$ cat src/hdl/tcs_params.svh
// constants of the temperature conversion scheduler
// assumes a single 200 MHz clock domain and an includer that uses these macros
// Overview of operation
// - each channel refreshed every five milliseconds
// - finished integration raises a conversion request
// - single mode: convert after current conversion
// - sequenced mode: insert at sequence slot
// - idle converter: start temperature conversion immediately
// - one result register per temperature channel
// - single mode may return remote results
// - add signed offset before storing result
// - four DAC channels with 12-bit codes
// - invert each DAC code before core
// - above 150 degrees DAC outputs high-impedance
// - thermal shutdown sets overtemperature alert bit
// - shutdown inactive while sensor powered down
// - overcurrent comparator trip drives flag high
// - supply below analog level also trips
// - flag latched until host clears it
`ifndef TCS_PARAMS_SVH
`define TCS_PARAMS_SVH

// ****************************************************************
// timing
// ****************************************************************
`define TCS_CLK_MHZ 200
`define TCS_PERIOD_MS 5
`define TCS_PERIOD_CYC (`TCS_PERIOD_MS * `TCS_CLK_MHZ * 1000)

// ****************************************************************
// widths and counts
// ****************************************************************
`define TCS_NUM_TEMP 3
`define TCS_NUM_DAC 4
`define TCS_DAC_W 12
`define TCS_TEMP_W 12
`define TCS_NUM_OC 2

// ****************************************************************
// temperature format and thermal limit
// ****************************************************************
`define TCS_LSB_PER_DEGC 4
`define TCS_TSD_DEGC 150
`define TCS_TSD_CODE (`TCS_TSD_DEGC * `TCS_LSB_PER_DEGC)
`define TCS_TEMP_MAX 12'h7FF
`define TCS_TEMP_MIN 12'h800

// ****************************************************************
// reset values
// ****************************************************************
`define TCS_RESULT_RST 12'h000
`define TCS_DAC_RST 12'h000

`endif

$ cat src/hdl/tcs_pkg.sv
// types shared by the temperature conversion scheduler
// assumes tcs_params.svh is on the include path
`default_nettype none
`include "tcs_params.svh"

package tcs_pkg;

    // ****************************************************************
    // converter modes and scheduler states
    // ****************************************************************
    typedef enum logic [0:0] {
        ADC_MODE_SINGLE = 1'b0,
        ADC_MODE_SEQ = 1'b1
    } tcs_mode_type;

    typedef enum logic [0:0] {
        ST_IDLE = 1'b0,
        ST_CONV = 1'b1
    } tcs_state_type;

    typedef logic [1:0] tcs_chan_type;
    typedef logic [`TCS_TEMP_W-1:0] tcs_temp_type;
    typedef logic [`TCS_DAC_W-1:0] tcs_dac_type;

    // ****************************************************************
    // converter handshake carriers
    // ****************************************************************
    typedef struct packed {
        logic start;
        tcs_chan_type chan;
    } tcs_conv_req_type;

    typedef struct packed {
        logic done;
        tcs_chan_type chan;
        tcs_temp_type data;
    } tcs_conv_rsp_type;

    typedef struct packed {
        logic busy;
        logic conv_done;
        logic seq_slot;
        tcs_mode_type mode;
    } tcs_adc_stat_type;

    // ****************************************************************
    // whole state of the top module
    // ****************************************************************
    typedef struct packed {
        tcs_state_type st;
        logic [31:0] slot_cnt;
        tcs_chan_type integ_ch;
        logic [`TCS_NUM_TEMP-1:0] pend;
        tcs_conv_req_type req;
        logic [`TCS_NUM_TEMP-1:0][`TCS_TEMP_W-1:0] res;
        logic [`TCS_NUM_DAC-1:0][`TCS_DAC_W-1:0] dac;
        logic [`TCS_NUM_OC-1:0] cmp_s1;
        logic [`TCS_NUM_OC-1:0] cmp_s2;
        logic [`TCS_NUM_OC-1:0] uv_s1;
        logic [`TCS_NUM_OC-1:0] uv_s2;
        logic [`TCS_NUM_OC-1:0] oc_flag;
        logic tsd;
        logic ot_alert;
        logic [1:0] rd_remote;
    } tcs_top_state_type;

endpackage

`default_nettype wire

$ cat src/hdl/tcs_arbiter.sv
// fixed priority picker over pending temperature requests
// assumes requests are same-clock levels; purely combinational
`default_nettype none

module tcs_arbiter #(
    parameter int N = 3
) (
    input wire logic [N-1:0] pend,
    output logic any,
    output logic [1:0] chan
);
    always_comb begin
        any = |pend;
        chan = 2'h0;
        // lowest index wins, local channel sits at index 0
        for (int i = N - 1; i >= 0; i--) begin
            if (pend[i]) begin
                chan = 2'(i);
            end
        end
    end
endmodule

`default_nettype wire

$ cat src/hdl/tcs_top.sv
// temperature conversion scheduler, DAC code path, thermal and overcurrent flags
// assumes converter control logic on sys_clk; comparator inputs are asynchronous
`default_nettype none
`include "tcs_params.svh"

module tcs_top #(
    parameter int PERIOD_CYC = `TCS_PERIOD_CYC
) (
    input wire logic sys_clk,
    input wire logic nrst,
    input wire tcs_pkg::tcs_adc_stat_type adc_stat,
    output tcs_pkg::tcs_conv_req_type conv_req,
    input wire tcs_pkg::tcs_conv_rsp_type conv_rsp,
    input wire logic [`TCS_TEMP_W-1:0] temp_offset,
    output logic [`TCS_NUM_TEMP-1:0][`TCS_TEMP_W-1:0] temp_result,
    input wire logic [1:0] rd_remote_sel,
    output logic [1:0] rd_remote_en,
    input wire logic [`TCS_NUM_DAC-1:0][`TCS_DAC_W-1:0] dac_code,
    output logic [`TCS_NUM_DAC-1:0][`TCS_DAC_W-1:0] dac_core_code,
    input wire logic temp_sensor_pd,
    output logic dac_hiz,
    output logic overtemp_alert,
    input wire logic overtemp_alert_clr,
    input wire logic [`TCS_NUM_OC-1:0] oc_cmp_trip,
    input wire logic [`TCS_NUM_OC-1:0] oc_supply_low,
    input wire logic [`TCS_NUM_OC-1:0] oc_flag_clr,
    output logic [`TCS_NUM_OC-1:0] overcurrent_flag_out
);
    import tcs_pkg::*;

    localparam int SLOT_CYC = (PERIOD_CYC / `TCS_NUM_TEMP < 1) ? 1 : PERIOD_CYC / `TCS_NUM_TEMP;
    localparam logic signed [`TCS_TEMP_W:0] TSD_LIMIT = 13'(`TCS_TSD_CODE);
    localparam logic signed [`TCS_TEMP_W:0] SAT_MAX = 13'(signed'(`TCS_TEMP_MAX));
    localparam logic signed [`TCS_TEMP_W:0] SAT_MIN = 13'(signed'(`TCS_TEMP_MIN));

    tcs_top_state_type s_q;
    tcs_top_state_type s_d;
    logic arb_any;
    tcs_chan_type arb_chan;
    logic [`TCS_NUM_DAC-1:0][`TCS_DAC_W-1:0] dac_inv;
    logic signed [`TCS_TEMP_W:0] corr_sum;
    tcs_temp_type corr_val;
    logic slot_end;
    logic start_ok;
    logic store_local;
    logic tsd_over;

    // ****************************************************************
    // request arbitration
    // ****************************************************************
    tcs_arbiter #(
        .N(`TCS_NUM_TEMP)
    ) u_arb (
        .pend(s_q.pend),
        .any(arb_any),
        .chan(arb_chan)
    );

    // ****************************************************************
    // DAC code inversion, one lane per channel
    // ****************************************************************
    for (genvar g = 0; g < `TCS_NUM_DAC; g++) begin : g_dac
        assign dac_inv[g] = ~dac_code[g];
    end

    // ****************************************************************
    // offset correction with saturation
    // ****************************************************************
    always_comb begin
        // the sum is one bit wider so a large offset clamps instead of wrapping
        // clamping keeps a hot reading hot, which the thermal trip relies on
        corr_sum = $signed({conv_rsp.data[`TCS_TEMP_W-1], conv_rsp.data}) +
                   $signed({temp_offset[`TCS_TEMP_W-1], temp_offset});
        if (corr_sum > SAT_MAX) begin
            corr_val = `TCS_TEMP_MAX;
        end else if (corr_sum < SAT_MIN) begin
            corr_val = `TCS_TEMP_MIN;
        end else begin
            corr_val = corr_sum[`TCS_TEMP_W-1:0];
        end
    end

    // ****************************************************************
    // thermal limit compare
    // ****************************************************************
    // strictly above the limit; a reading of exactly the limit keeps outputs driven
    // the compare sees every result; only a local channel result reaches the shutdown bit
    always_comb begin
        tsd_over = ($signed({corr_val[`TCS_TEMP_W-1], corr_val}) > TSD_LIMIT);
    end

    // ****************************************************************
    // converter readiness
    // ****************************************************************
    // an idle converter takes a request at once; a busy one only at the
    // completion pulse in single mode or at the insertion point in a sequence
    always_comb begin
        start_ok = !adc_stat.busy ||
                   (adc_stat.mode == ADC_MODE_SINGLE && adc_stat.conv_done) ||
                   (adc_stat.mode == ADC_MODE_SEQ && adc_stat.seq_slot);
    end

    // ****************************************************************
    // integration slot timer
    // ****************************************************************
    // the period splits into one slot per channel; each slot end is one finished integration
    // a period too short for three slots still gives one cycle per slot
    always_comb begin
        slot_end = (s_q.slot_cnt == 32'(SLOT_CYC - 1));
    end

    // ****************************************************************
    // next state
    // ****************************************************************
    always_comb begin
        s_d = s_q;
        store_local = 1'b0;
        s_d.req.start = 1'b0;

        // background integration walks the three inputs in turn
        if (slot_end) begin
            s_d.slot_cnt = 32'h0000_0000;
            s_d.integ_ch = (s_q.integ_ch == 2'(`TCS_NUM_TEMP - 1)) ? 2'h0 : s_q.integ_ch + 2'h1;
        end else begin
            s_d.slot_cnt = s_q.slot_cnt + 32'h0000_0001;
        end

        // one conversion outstanding: the next grant waits for this result
        case (s_q.st)
            ST_IDLE: begin
                // a request that finds the converter occupied stays pending
                if (arb_any && start_ok) begin
                    s_d.req.start = 1'b1;
                    s_d.req.chan = arb_chan;
                    s_d.pend[arb_chan] = 1'b0;
                    s_d.st = ST_CONV;
                end
            end
            ST_CONV: begin
                if (conv_rsp.done) begin
                    s_d.res[conv_rsp.chan] = corr_val;
                    store_local = (conv_rsp.chan == 2'h0);
                    s_d.st = ST_IDLE;
                end
            end
            default: begin
                s_d.st = ST_IDLE;
            end
        endcase

        // an integration finishing in the grant cycle stays pending
        if (slot_end) begin
            s_d.pend[s_q.integ_ch] = 1'b1;
        end

        // core taps count the other way, so the inverted code is registered
        for (int i = 0; i < `TCS_NUM_DAC; i++) begin
            s_d.dac[i] = dac_inv[i];
        end

        // remote registers join the read sequence only in single mode
        s_d.rd_remote = (adc_stat.mode == ADC_MODE_SINGLE) ? rd_remote_sel : 2'h0;

        // thermal shutdown follows each fresh local result
        if (temp_sensor_pd) begin
            s_d.tsd = 1'b0;
        end else if (store_local) begin
            s_d.tsd = tsd_over;
        end
        // set wins: a clear while shutdown lasts leaves the alert up
        s_d.ot_alert = s_d.tsd || (s_q.ot_alert && !overtemp_alert_clr);

        // comparator inputs pass two flops before use
        s_d.cmp_s1 = oc_cmp_trip;
        s_d.cmp_s2 = s_q.cmp_s1;
        s_d.uv_s1 = oc_supply_low;
        s_d.uv_s2 = s_q.uv_s1;
        // a trip that meets a clear in one cycle keeps its flag
        s_d.oc_flag = s_q.cmp_s2 |
                      s_q.uv_s2 |
                      (s_q.oc_flag & ~oc_flag_clr);
    end

    // ****************************************************************
    // state register
    // ****************************************************************
    always_ff @(posedge sys_clk or negedge nrst) begin
        if (!nrst) begin
            s_q.st <= ST_IDLE;
            s_q.slot_cnt <= 32'h0000_0000;
            s_q.integ_ch <= 2'h0;
            s_q.pend <= 3'h0;
            s_q.req <= '0;
            s_q.res <= {`TCS_NUM_TEMP{`TCS_RESULT_RST}};
            // core codes read zero until the first edge after release
            s_q.dac <= {`TCS_NUM_DAC{`TCS_DAC_RST}};
            s_q.cmp_s1 <= 2'h0;
            s_q.cmp_s2 <= 2'h0;
            s_q.uv_s1 <= 2'h0;
            s_q.uv_s2 <= 2'h0;
            s_q.oc_flag <= 2'h0;
            s_q.tsd <= 1'b0;
            s_q.ot_alert <= 1'b0;
            s_q.rd_remote <= 2'h0;
        end else begin
            s_q <= s_d;
        end
    end

    // ****************************************************************
    // outputs
    // ****************************************************************
    // every output comes straight from a register, so none glitches
    assign conv_req = s_q.req;
    assign temp_result = s_q.res;
    assign rd_remote_en = s_q.rd_remote;
    assign dac_core_code = s_q.dac;
    assign dac_hiz = s_q.tsd;
    assign overtemp_alert = s_q.ot_alert;
    assign overcurrent_flag_out = s_q.oc_flag;

endmodule

`default_nettype wire
$ cat config.mk
export PLATFORM = sky130hd
export DESIGN_NAME = tcs_top
export DESIGN_NICKNAME = d
export VERILOG_FILES = /design/src/hdl/tcs_pkg.sv /design/src/hdl/tcs_arbiter.sv /design/src/hdl/tcs_top.sv
export VERILOG_INCLUDE_DIRS = /design/src /design/src/hdl
export SDC_FILE = /design/constraint.sdc
export NUM_CORES = 1
export LEC_CHECK = 0
export ABC_CLOCK_PERIOD_IN_PS = 2400
export BUFFER_PORTS_ARGS = -buffer_cell sky130_fd_sc_hd__clkbuf_2
export CORE_ASPECT_RATIO = 0.6
export CORE_MARGIN = 5
export CORE_UTILIZATION = 45
export CTS_BUF_LIST = sky130_fd_sc_hd__clkbuf_8 sky130_fd_sc_hd__clkbuf_16
export DETAILED_ROUTE_END_ITERATION = 6
export PLACE_DENSITY = 0.71
export SYNTH_ARGS = -nofsm -noshare
export SYNTH_HDL_FRONTEND = slang
export SYNTH_SLANG_ARGS = --single-unit
$ cat constraint.sdc
create_clock -name sys_clk -period 2.4 [get_ports sys_clk]
set_input_delay 0.36 -clock sys_clk [delete_from_list [all_inputs] [get_ports sys_clk]]
set_output_delay 0.36 -clock sys_clk [all_outputs]
set_load 0.03 [all_outputs]
==> flow_summary.json <==
{
  "async_reset_ff_share_pct": 100.0,
  "cts_buffers": 17,
  "seq_power_share_pct": 39.4,
  "synth_ff_type": "dfrtp_1",
  "crit_path_top_delay_cell": "or4_1",
  "cp-end-kind": "flop",
  "p_int_uw": 4767,
  "die_width_um": 164.5,
  "cts_root_buf": "clkbuf_16",
  "holdWs_ns": 0.04861,
  "wl_um": 14600,
  "cp_common_cell": "buf_4",
  "grtUsageTotal_pct": 17.84,
  "core_area_um2": 13830,
  "path_delay_family": "simple AND/OR/NAND/NOR gates",
  "p_sw_share_pct": 35.20,
  "power_density_nw_per_um2": 951.7,
  "worst_pin_slew_ns": 0.4457,
  "areaGrowthSynthToFinish_pct": 19.91,
  "drt_iter0_markers": 318,
  "clk_latency_ns": 0.41,
  "syn-num-nets": 727,
  "irDropWorstVdd_mv": 0.4952,
  "num_rows": 33,
  "synth_edf_count": 0,
  "dp_hpwl_um": 11080,
  "critical_path_class": "in -> reg",
  "vias": 4647,
  "finalSetupViolations": 0,
  "htree_levels": 4,
  "critPathMaxStageDelay_ns": 0.42,
  "cts.clk_slew.worst_paths_ns": 0.06,
  "cap_violations": 0,
  "finalInstanceArea_um2": 7730,
  "wl_met3_um": 1133,
  "die_area_um2": 16900,
  "postSynthAreaPerCell_um2": 10.38,
  "drc": 0,
  "ant_nets": 0,
  "final-seq-area_um2": 3478,
  "place_congestion": 0.9519,
  "hold_violations": 0,
  "synth_seq_cells": 139,
  "die_height_um": 102.7,
  "ys_types": 51,
  "hold_class": "in -> reg",
  "dr_wl_met2_um": 6361,
  "drt_pass1_iterations": 5,
  "initial_core_util_pct": 46.60,
  "grt_max_degree": 57,
  "synth.top_cell.area_share_pct": 53.96,
  "period_needed_ns": 2.258,
  "yosys-top-cells-area": "dfrtp_1 54%, buf_4 11%, inv_1 3.8%",
  "syn_inst": 621,
  "routed_via_density": 4.861,
  "nFillCells": 1198,
  "pin_count": 184,
  "switchingPower_uw": 2590,
  "p_leak_uw": 0.004082,
  "grt_pass1_wl_um": 23550,
  "clockPowerShare_pct": 35.4,
  "cts_tree": "yes",
  "grt_pass1_vias": 4672,
  "grt.overflow.total": 0,
  "worst-endpoint-arrival_ns": 2.58,
  "pwr-share-comb_pct": 25.2,
  "crit_buf_inv": 3,
  "nNetsFinal": 857,
  "wl_met1_um": 6911,
  "fmax_mhz": 442.9,
  "clockBufferDepth": 2,
  "skew_ns": 0.007130,
  "yosysWarnings": 0,
  "place_area_um2": 7123,
  "cp_cell_sequence": "clkbuf_2, buf_4, ha_1, a211oi_2, buf_4, nor4_2, o31ai_1, xor2_1, or4_1, a31o_1, o2111ai_1",
  "wl_per_cell_um": 15.27,
  "finalCritPeriodShare_pct": 94.08,
  "final_core_util_pct": 55.88,
  "port_buffers": 183,
  "power_uw": 7357,
  "yosysTopAreaCell": "dfrtp_1",
  "top_layer": "met4",
  "antenna_found_initial": 0,
  "start_kind": "input pin",
  "crit_fanout": 4,
  "cts.sinks": 139,
  "antenna_cells": 0,
  "status": "finished clean",
  "layout-drive-gt1-share_pct": 34.95,
  "synth_area_um2": 6446,
  "synth-seq-area-share_pct": 53.96,
  "drv_slew": 0,
  "slew_headroom_pct": 70.29,
  "multi_input_area_um2": 1971,
  "rsz0062_at_grt": "no",
  "worstPathRequired_ns": 2.72
}
## worst reg2reg max path: stages (launching register included)
cell and delay, ns:
dfrtp_1 0.37, nand2_1 0.10, or3_1 0.41, or2_0 0.25, or4_1 0.47, a31o_1 0.21, o2111ai_1 0.11
## synthesized netlist by cell type, types with 9 or more instances
| cell | count |
|---|---|
| ha_1 | 14 |
| o21ai_1 | 23 |
| nand3_1 | 17 |
| nor2_1 | 29 |
| xnor2_1 | 22 |
| a21oi_1 | 12 |
| dfrtp_1 | 139 |
| inv_1 | 65 |
| maj3_2 | 9 |
| buf_4 | 91 |
| xor2_1 | 15 |
| nand2_1 | 61 |
| clkbuf_1 | 10 |
| o21ai_0 | 28 |
## power by group through the flow
stage	registers (µW)	logic (µW)	clock network (µW)
final	2900	1860	2600
after global routing	2930	2000	2770
after CTS	2900	1870	2670
after detailed placement	2930	1870	0
after global placement	2920	1830	0
after floorplan	2850	1670	0
## flip-flops by register name, summed over array words and instances, names as in the netlist
name / cells
dac_core_code: 48
s_q: 42
temp_result: 36
s_d: 4
conv_req: 3
overcurrent_flag_out: 2
rd_remote_en: 2
dac_hiz: 1
overtemp_alert: 1
## path summary, 6_finish.rpt
check,startpoint,to,slack [ns],depth (start not counted)
setup reg to reg,s_q[138],overtemp_alert,0.39,6
hold / removal,oc_supply_low[0],s_d[6],0.05,1
min in group asynchronous,nrst,dac_core_code[1],0.36,2
setup / recovery,conv_rsp[1],overtemp_alert,0.14,11
max in group asynchronous,nrst,temp_result[20],1.32,3
hold reg to reg,s_d[7],s_q[7],0.35,0
## layout make-up
cell class              count  share of cell area (%)
well taps                 192                   3.108
clock buffers              18                   5.681
inverters                  65                   3.156
flip-flops and latches    139                   45.00
multi-input cells         311                   25.49
clock inverters            14                   1.975
repair buffers            217                   15.59
## cells in the final DEF, fill, tap and decap left out, drive strengths merged, types with 2 or more instances in the layout
cell        n
o21ai      51
xor2       15
a211oi      2
a21boi      2
a21oi      12
and2        4
and3        8
nor4b       6
and4        4
ha         14
nor2       29
nand3b      3
clkinvlp    3
clkbuf    200
nor2b       5
inv        73
buf        34
dfrtp     139
mux2        3
clkinv      2
nand3      17
xnor2      22
or2         3
nand2      61
o21a        2
or3         3
nor3        5
maj3       11
o211ai      2
o31ai       3
nand4       8
a31o        2
nor4        4
## per-stage QoR
stage               std cells  setup slack (ns)  setup TNS, ns
finish                    956            0.1422              0
global route              956           0.02435              0
CTS                       956           0.03097              0
detailed placement        923           -0.4156         -12.51
global placement          923           -0.3574         -10.37
floorplan                 621           0.01504              0
## routing by layer
metal | GRT usage [%] | vias up
met5 | 0 | -
met1 | 25.63 | 2262
li1 | - | 2200
met4 | 7.029 | 0
met2 | 26.88 | 167
met3 | 3.596 | 18
## cells by family after synthesis
family	synth area share, %
XOR/XNOR	5.027
AO/OA/AOI/OAI	7.473
multiplexers	0.6793
buffers and inverters	15.55
adder cells (fa/ha/maj)	4.911
AND/OR/NAND/NOR	12.40
flip-flops	53.96
## what timing repair did
item	4_1_cts	5_1_grt
setup endpoints to repair	1	20
hold buffers	1	0
endpoints found under the hold margin	19	0
resized for setup	1	2
setup buffers	0	0
(Power assumes the default switching activity.)
